[src/rtl/dacmc_defines.vh]
// Offsets, field positions, reset value, write mask, interpolation codes and divider width for the datapath
// main control register block. Included by dacmc_main_control.v.
`ifndef DACMC_DEFINES_VH
`define DACMC_DEFINES_VH
`define DACMC_CTRL_OFFSET 8'h00
`define DACMC_CTRL_RESET 16'h049C
`define DACMC_CTRL_WMASK 16'hAF9E
`define DACMC_BIT_QMC_OFFSET 15
`define DACMC_BIT_QMC_CORR 13
`define DACMC_INTERP_HI 11
`define DACMC_INTERP_LO 8
`define DACMC_BIT_FIFO 7
`define DACMC_BIT_FAULT_OE 4
`define DACMC_BIT_FAULT_POL 3
`define DACMC_BIT_DIV_SYNC 2
`define DACMC_BIT_INVSINC 1
`define DACMC_INTERP_1X 4'h0
`define DACMC_INTERP_2X 4'h1
`define DACMC_INTERP_4X 4'h2
`define DACMC_INTERP_8X 4'h4
`define DACMC_INTERP_16X 4'h8
`define DACMC_DIV_WIDTH 4
`endif

[src/rtl/dacmc_main_control.v]
// Datapath main control register with AHB-Lite slave and control decode.
// Assumes one AHB-Lite master on clk; sync source arrives from outside.
//
// Notes on behaviour
// - Control register resets to 0x049C, all fields at defaults.
// - Bit 15 enables quadrature offset correction, else bypassed.
// - Bit 13 enables quadrature phase and gain correction.
// - Bits 11:8 pick interpolation 2x,4x,8x,16x by one-hot code, 1x by code 0000.
// - Interpolation field resets to code 0100, ratio eight.
// - Bit 7 routes samples through input FIFO, else bypass.
// - Bit 4 drives the fault pin, else pin is high impedance.
// - Bit 3 sets fault polarity: zero active-low, one active-high.
// - Bit 2 lets a syncIn rising edge resync the clock divider.
// - After sync all divided clocks are phase aligned.
// - Bit 1 inserts inverse-sinc filter, else bypassed.
//
// Register access over AHB-Lite is this design's own decision.
`timescale 1ns/1ps
`include "dacmc_defines.vh"
module dacmc_main_control #(
    parameter DIV_WIDTH = `DACMC_DIV_WIDTH
) (
    input wire clk,
    input wire rst_n,
    input wire hsel,
    input wire [31:0] haddr,
    input wire [1:0] htrans,
    input wire hwrite,
    input wire [2:0] hsize,
    input wire [31:0] hwdata,
    input wire hready,
    output reg [31:0] hrdata,
    output wire hreadyout,
    output wire hresp,
    input wire syncIn,
    input wire faultIn,
    output wire faultOut,
    output wire faultOutEn_n,
    output reg qmcOffsetEn,
    output reg qmcCorrEn,
    output reg [4:0] interpRatio,
    output reg interpBad,
    output reg fifoEn,
    output reg invSincEn,
    output reg [DIV_WIDTH-1:0] div0Phase,
    output reg [DIV_WIDTH-1:0] div1Phase,
    output reg syncSeen
);
    reg [15:0] ctrl_q;
    reg [15:0] ctrl_d;
    reg wrPend_q;
    reg rdPend_q;
    reg [7:0] addr_q;
    reg syncMeta_q;
    reg syncSync_q;
    reg syncPrev_q;
    reg faultMeta_q;
    reg faultSync_q;
    wire addrPhase;
    wire hit;
    wire syncRise;

    // One-hot code to ratio; unlisted codes fall back to 1x and flag it
    function [5:0] dacmc_ratio;
        input [3:0] code;
        begin
            case (code)
                `DACMC_INTERP_1X: dacmc_ratio = {1'b0, 5'd1};
                `DACMC_INTERP_2X: dacmc_ratio = {1'b0, 5'd2};
                `DACMC_INTERP_4X: dacmc_ratio = {1'b0, 5'd4};
                `DACMC_INTERP_8X: dacmc_ratio = {1'b0, 5'd8};
                `DACMC_INTERP_16X: dacmc_ratio = {1'b0, 5'd16};
                default: dacmc_ratio = {1'b1, 5'd1};
            endcase
        end
    endfunction

    // Zero wait states, always OKAY
    assign hreadyout = 1'b1;
    assign hresp = 1'b0;
    assign addrPhase = hsel & hready & htrans[1];
    assign hit = (addr_q == `DACMC_CTRL_OFFSET);

    always @(posedge clk or negedge rst_n) begin
        if (!rst_n) begin
            wrPend_q <= 1'b0;
            rdPend_q <= 1'b0;
            addr_q <= 8'h00;
        end else begin
            wrPend_q <= addrPhase & hwrite;
            rdPend_q <= addrPhase & ~hwrite;
            if (addrPhase) begin
                addr_q <= {haddr[7:2], 2'b00};
            end
        end
    end

    // Reserved bits are masked so they stay zero whatever is written
    always @* begin
        ctrl_d = ctrl_q;
        if (wrPend_q && hit) begin
            ctrl_d = hwdata[15:0] & `DACMC_CTRL_WMASK;
        end
    end

    always @(posedge clk or negedge rst_n) begin
        if (!rst_n) begin
            ctrl_q <= `DACMC_CTRL_RESET;
            hrdata <= 32'h00000000;
        end else begin
            ctrl_q <= ctrl_d;
            if (addrPhase && !hwrite) begin
                hrdata <= ({haddr[7:2], 2'b00} == `DACMC_CTRL_OFFSET) ?
                    {16'h0000, ctrl_d} : 32'h00000000;
            end
        end
    end

    // Decoded controls, registered: one cycle after the register changes
    always @(posedge clk or negedge rst_n) begin
        if (!rst_n) begin
            qmcOffsetEn <= 1'b0;
            qmcCorrEn <= 1'b0;
            interpRatio <= 5'd8;
            interpBad <= 1'b0;
            fifoEn <= 1'b1;
            invSincEn <= 1'b0;
        end else begin
            qmcOffsetEn <= ctrl_q[`DACMC_BIT_QMC_OFFSET];
            qmcCorrEn <= ctrl_q[`DACMC_BIT_QMC_CORR];
            {interpBad, interpRatio} <= dacmc_ratio(
                ctrl_q[`DACMC_INTERP_HI:`DACMC_INTERP_LO]);
            fifoEn <= ctrl_q[`DACMC_BIT_FIFO];
            invSincEn <= ctrl_q[`DACMC_BIT_INVSINC];
        end
    end

    // Fault pin: polarity then tri-state control, enable low drives
    assign faultOut = ctrl_q[`DACMC_BIT_FAULT_POL] ?
        faultSync_q : ~faultSync_q;
    assign faultOutEn_n = ~ctrl_q[`DACMC_BIT_FAULT_OE];

    always @(posedge clk or negedge rst_n) begin
        if (!rst_n) begin
            syncMeta_q <= 1'b0;
            syncSync_q <= 1'b0;
            syncPrev_q <= 1'b0;
            faultMeta_q <= 1'b0;
            faultSync_q <= 1'b0;
        end else begin
            syncMeta_q <= syncIn;
            syncSync_q <= syncMeta_q;
            syncPrev_q <= syncSync_q;
            faultMeta_q <= faultIn;
            faultSync_q <= faultMeta_q;
        end
    end

    assign syncRise = syncSync_q & ~syncPrev_q;

    // Two divider phase counters stand for the divided clocks; a sync
    // clears both together so they stay aligned afterwards
    always @(posedge clk or negedge rst_n) begin
        if (!rst_n) begin
            div0Phase <= {DIV_WIDTH{1'b0}};
            div1Phase <= {DIV_WIDTH{1'b0}};
            syncSeen <= 1'b0;
        end else if (syncRise && ctrl_q[`DACMC_BIT_DIV_SYNC]) begin
            div0Phase <= {DIV_WIDTH{1'b0}};
            div1Phase <= {DIV_WIDTH{1'b0}};
            syncSeen <= 1'b1;
        end else begin
            div0Phase <= div0Phase + {{(DIV_WIDTH-1){1'b0}}, 1'b1};
            div1Phase <= div1Phase + {{(DIV_WIDTH-1){1'b0}}, 1'b1};
            syncSeen <= 1'b0;
        end
    end
endmodule

[config.mk]
export PLATFORM = sky130hd
export DESIGN_NAME = dacmc_main_control
export DESIGN_NICKNAME = d
export VERILOG_FILES = /design/src/rtl/dacmc_main_control.v
export VERILOG_INCLUDE_DIRS = /design/src /design/src/rtl
export SDC_FILE = /design/constraint.sdc
export NUM_CORES = 1
export LEC_CHECK = 0
export BUFFER_PORTS_ARGS = -buffer_cell sky130_fd_sc_hd__buf_2
export CORE_ASPECT_RATIO = 0.8
export CORE_UTILIZATION = 46
export DETAILED_ROUTE_END_ITERATION = 10
export HOLD_SLACK_MARGIN = 0.06
export PLACE_DENSITY = 0.79
export SYNTH_ARGS = -nofsm -noshare
export SYNTH_HDL_FRONTEND = slang
export SYNTH_SLANG_ARGS = --single-unit
[constraint.sdc]
create_clock -name clk -period 1.7 [get_ports clk]
set_input_delay 0.17 -clock clk [delete_from_list [all_inputs] [get_ports clk]]
set_output_delay 0.17 -clock clk [all_outputs]
set_load 0.005 [all_outputs]
Yosys cells after proc, flatten, opt, wreduce, memory -nomap -nowiden
Index checks and enable logic that the tools add are counted.
W data, S select, Z words.
- flip-flop bits (word level): 79
- latch bits: 0
- memory bits (writable): 0
- ROM bits: 0
- input port bits: 76
- output and inout bits: 55
- memories kept: 0
- add/subtract/negate cells: 2
- multipliers: 0
- divide/modulo/power cells: 0
- $lt $le $gt $ge: 0
- eq/ne operators: 4
- shift-type cells: 0
- muxes and demuxes: 7
- bitwise logic cells: 7
- reduce and logical (&&, ||, !) cells: 7
- operators with widths (operator ; count):
    $mux W16 ; 2
    $pmux W6 S5 ; 1
    $add A4 B1 Y4 const B ; 2
    $logic_not A8 Y1 ; 1
    $mux W4 ; 2
    $logic_not A6 Y1 ; 1
    $and A1 B1 Y1 ; 4
    $eq A4 B1 Y1 const B ; 1
    $eq A4 B2 Y1 const B ; 1
    $eq A4 B3 Y1 const B ; 1
    $eq A4 B4 Y1 const B ; 1
    $logic_not A4 Y1 ; 1
    $logic_and A1 B1 Y1 ; 3
    $not A1 Y1 ; 3
    $mux W1 ; 2
    $logic_not A1 Y1 ; 1

Depth between registers and ports, before layout
- depth in word-level cells: 4
- depth in mapped cells: 5
- depth with buffers taken out: 3

Least setup slack after synthesis
OpenSTA, ideal clock, no wires.
- path kind: reg2reg
- from: reg addr_q[3]
- to: reg hrdata[12]
- arrival time: 1405 ps
- required time: 1578 ps
- setup slack: 173 ps
- stages on the path, launching flop included: 5
- clock period less this slack: 1527 ps
- path through: dfrtp_1 nor4_1 nand3_1 clkbuf_1 a32o_1
- cells in the longest elaborated chain, start to end: 4
- ends and longest elaborated chain (what ; RTL line ; source):
    start, declared ; dacmc_main_control.v:53 ; reg [7:0] addr_q;
    start signal, assigned ; dacmc_main_control.v:93 ; addr_q <= {haddr[7:2], 2'b00};
    $logic_not A8 Y1 (no source line) ; n/a ;
    $logic_and A1 B1 Y1 ; dacmc_main_control.v:101 ; if (wrPend_q && hit) begin
    $mux W16 ; dacmc_main_control.v:101 ;
    $mux W16 ; dacmc_main_control.v:113 ; hrdata <= ({haddr[7:2], 2'b00} == `DACMC_CTRL_OFFSET) ?
    end signal, assigned ; dacmc_main_control.v:113 ;
    end, declared ; dacmc_main_control.v:32 ; output reg [31:0] hrdata,
Every way passes these cells.
A chain may end at the register's enable or synchronous reset.

Worst setup path in the final report
- from: reg addr_q[3]
- to: reg ctrl_q[9]
- cells in the longest elaborated chain, start to end: 3
- ends and longest elaborated chain (what ; RTL line ; source):
    $logic_not A8 Y1 (no source line) ; n/a ;
    $logic_and A1 B1 Y1 ; dacmc_main_control.v:101 ;
    $mux W16 ; dacmc_main_control.v:101 ;
    via ctrl_d[9] ; dacmc_main_control.v:50 ; reg [15:0] ctrl_d;
    end signal, assigned ; dacmc_main_control.v:108 ; ctrl_q <= `DACMC_CTRL_RESET;
    end signal, assigned ; dacmc_main_control.v:111 ; ctrl_q <= ctrl_d;
    end, declared ; dacmc_main_control.v:49 ; reg [15:0] ctrl_q;
The timed path passes the listed nets, and every way through them passes these cells.

==> run_results.csv <==
group,metric,value,unit
pwr,internal-power,0.00264,W
worst_setup_path,cp.required,1.92,ns
worst_setup_path,start_kind,"flop",
pwr,p_sw,0.00107,W
logic_synthesis,ys_seq_area_frac,0.569,
routing,drtPass1Iterations,4,
pwr,power_frac_clock,0.323,
routing,drc_errors,0,
sta,setup-tns-final,0,ns
pwr,pwr_density_cell,1090,nW/um^2
clock_network,cts_sinks,63,
logic_synthesis,synth_area,2790,sq um
logic_synthesis,synth_area_leader_cell,"dfrtp_1",
pwr,seqPwrFrac,0.512,
routing,drt-total-wl,5690,um
placed_design,gp_congestion,0.752,
sta,setup_viol,0,
sta,worstMarginPinSlew,0.504,ns
cells_and_area,diodes,0,
cells_and_area,drive_above_1_share,0.390,
logic_synthesis,yosysTopAreaCellShare,0.503,
global_routing,grt_pass1_wl,9280,um
clock_network,clkLatencyLatePin,0.35,ns
clock_network,cts_buffers,9,
hold_path,hold_path_depth,3,
global_routing,grt_use_total,0.199,
worst_setup_path,rrSetupSlack,0.06,ns
clock_network,htree_levels,3,
pwr,combinationalPowerShare,0.165,
worst_setup_path,arrival,1.85,ns
worst_setup_path,slowest_stage,"or4_1",
worst_setup_path,cp-end-kind,"flop",
sta,fin_crit_sh,0.964,
global_routing,gr-total-overflow,0,
logic_synthesis,ys_warn_count,0,
worst_setup_path,rr_worst_depth,4,
sta,slew_violations,0,
routing,vias,1978,
cells_and_area,syn_to_final_growth,22.2,%
worst_setup_path,path_common_cell,"o21ai_0",
die,fp.dieArea,6370,sq um
pwr,switching_share,0.288,
worst_setup_path,crit_path_cell_trace,"or4_1 > buf_4 > o21ai_0 > o21ai_0",
sta,relSlewSlack,0.664,
status,status,"completed",
worst_setup_path,slowest_delay,0.52,ns
worst_setup_path,reg2reg_from,"addr_q[3]",
worst_setup_path,worst-setup-path-type,"reg -> reg",
global_routing,antenna_found_initial,0,
worst_setup_path,crit_fanout,11,
clock_network,clockRootBuffer,"clkbuf_8",
logic_synthesis,synth_edf_count,0,
cells_and_area,nNetsFinal,391,
sta,hold_violations,0,
pwr,p_leak,1.62,nW
placed_design,dp_hpwl,3770,um
logic_synthesis,avgSynthCellArea,12.0,sq um
logic_synthesis,synthTopCellsByArea,"dfrtp_1, dfstp_2, buf_4, a22oi_2, o21ai_0",
routing,post_drt_via_cell_ratio,4.99,
worst_setup_path,rr_endpoint,"ctrl_q[9]",
sta,period_needed,1.64,ns
sta,rsz0062_at_grt,"no",
routing,drtIter0Drc,88,
clock_network,post_cts_buffers,0,
die,placementRows,24,
die,fp.coreArea,5650,sq um
clock_network,cts_buffer_depth,2,
die,chipWidth,89.0,um
global_routing,grt_max_degree,40,
pwr,power,0.00371,W
hold_path,hp-start,"hwdata[9]",
logic_synthesis,ys_ff_latch,63,
clock_network,cts_tree,"done",
logic_synthesis,synth_flop_cell,"dfrtp_1",
die,start_util,0.493,
logic_synthesis,synthArstFlopShare,1.00,
logic_synthesis,synthCells,233,
logic_synthesis,synth.most_common_cell,"dfrtp_1",
pwr,max-vdd-ir-drop,0.000690,V
hold_path,hold_path.class,"in -> reg",
logic_synthesis,synthTopCellsByCount,"dfrtp_1, o21ai_0, buf_4",
hold_path,hold_end,"ctrl_q[9]",
placed_design,port_buffers,61,
global_routing,first_global_vias,1984,
routing,final_antenna_net_count,0,
clock_network,path_clk_slew,0.07,ns
sta,max_clock_freq,610,MHz
routing,wl_per_cell,14.4,um
run,cap_violations,0,
die,io_pins,131,
logic_synthesis,ys_types,36,
sta,fin_skew,0.00593,ns
die,die_h,71.6,um
-- sequential cells by signal (all words and copies together) (netlist names), 4 cells and up --
name,flops
ctrl_q,16
hrdata,16
addr_q,6
interpRatio,5
div0Phase,4
div1Phase,4
-- metrics by stage --
stage / hold WS, ns / instance area, sq um / cells / utilization / worst slack (ns)
floorplan: -0.126 / 2850 / 249 / - / 0.173
CTS: 0.0607 / 3400 / 396 / 0.603 / 0.0440
global placement: 0.175 / 3080 / 366 / 0.545 / 0.0461
finish: 0.0822 / 3400 / 396 / 0.603 / 0.0618
global route: 0.0768 / 3400 / 396 / 0.603 / 0.000121
detailed placement: 0.191 / 3080 / 366 / 0.545 / 0.0143
-- what timing repair did --
item                                    4_1_cts  5_1_grt
gates resized for setup                       0        6
endpoints found under the hold margin        69        0
endpoints found under the setup margin        0        6
hold buffers                                 14        0
-- layer usage --
layer,global-route usage,vias up,wire length [um]
met5,0,-,0
met4,0.0776,0,121
met3,0.0841,14,407
met2,0.302,69,2610
met1,0.255,955,2550
li1,-,940,-
-- placed cells by master (no fill, tap or decap) --
cell,instances
xor2_1,3
nor2b_1,2
o21ba_2,1
buf_4,10
or3b_2,1
clkbuf_8,11
dfrtp_1,56
a22oi_1,1
nor4_2,1
nor2_1,10
or4_4,2
clkinv_2,2
nand2_1,11
inv_1,13
o21ai_0,17
o21ai_1,7
conb_1,18
nor4_1,1
a32oi_1,11
a32o_1,5
clkinvlp_4,3
nor3_1,1
and2_2,9
and2_1,8
buf_2,61
and3b_1,1
dfstp_2,7
xnor2_1,3
nand4b_1,1
a22oi_2,10
dlygate4sd3_1,14
mux2_2,6
nand3_1,4
ha_1,2
or4_1,1
nor4b_1,3
maj3_1,1
-- power by group through the flow --
| stage | combinational, W | clock, W | sequential [W] |
|---|---|---|---|
| floorplan | 0.000399 | 0 | 0.00189 |
| global placement | 0.000570 | 0 | 0.00191 |
| detailed placement | 0.000587 | 0 | 0.00193 |
| CTS | 0.000617 | 0.00124 | 0.00190 |
| global route | 0.000704 | 0.00129 | 0.00194 |
| finish | 0.000614 | 0.00120 | 0.00190 |
-- logic make-up (layout without fill, tap and decap cells) --
kind of cell | after synthesis | after routing | synth area share
AOI/OAI and AO/OA | 52 | 52 | 0.147
xor gates and xnor gates | 6 | 6 | 0.0189
adders and majority gates | 3 | 3 | 0.0126
buffers and inverters | 45 | 114 | 0.107
DFF | 63 | 63 | 0.569
muxes | 6 | 6 | 0.0243
other | 2 | 18 | 0.00270
and+or+nand+nor | 56 | 56 | 0.118
-- worst max path at each step --
stage / slack, ns / end / startpoint / cells after the start
5_1_grt: 0.0001 / hrdata[5] / hwrite / 7
6_report: 0.06 / ctrl_q[9] / addr_q[3] / 4
2_1_floorplan: 0.17 / hrdata[12] / addr_q[3] / 4
4_1_cts: 0.04 / ctrl_q[3] / addr_q[3] / 4
3_5_place_dp: 0.01 / hrdata[8] / haddr[3] / 4
3_3_place_gp: 0.05 / hrdata[15] / haddr[3] / 4
-- worst max-delay path: cells and delay by family, from the launching register on --
kind            cells  cell delay (ns)
buf+inv             1             0.19
simple gates        1             0.52
compound gates      2             0.40
flops               1             0.40
-- cell type report --
| class | instances | area [sq um] |
|---|---|---|
| clock buffer | 11 | 151 |
| timing repair buffer | 85 | 520 |
| multi-input combinational | 141 | 967 |
| inverter | 13 | 48.8 |
| tap | 78 | 97.6 |
| clock inverter | 5 | 32.5 |
| sequential | 63 | 1590 |
| fill | 477 | 2240 |
(Power assumes the default switching activity.)
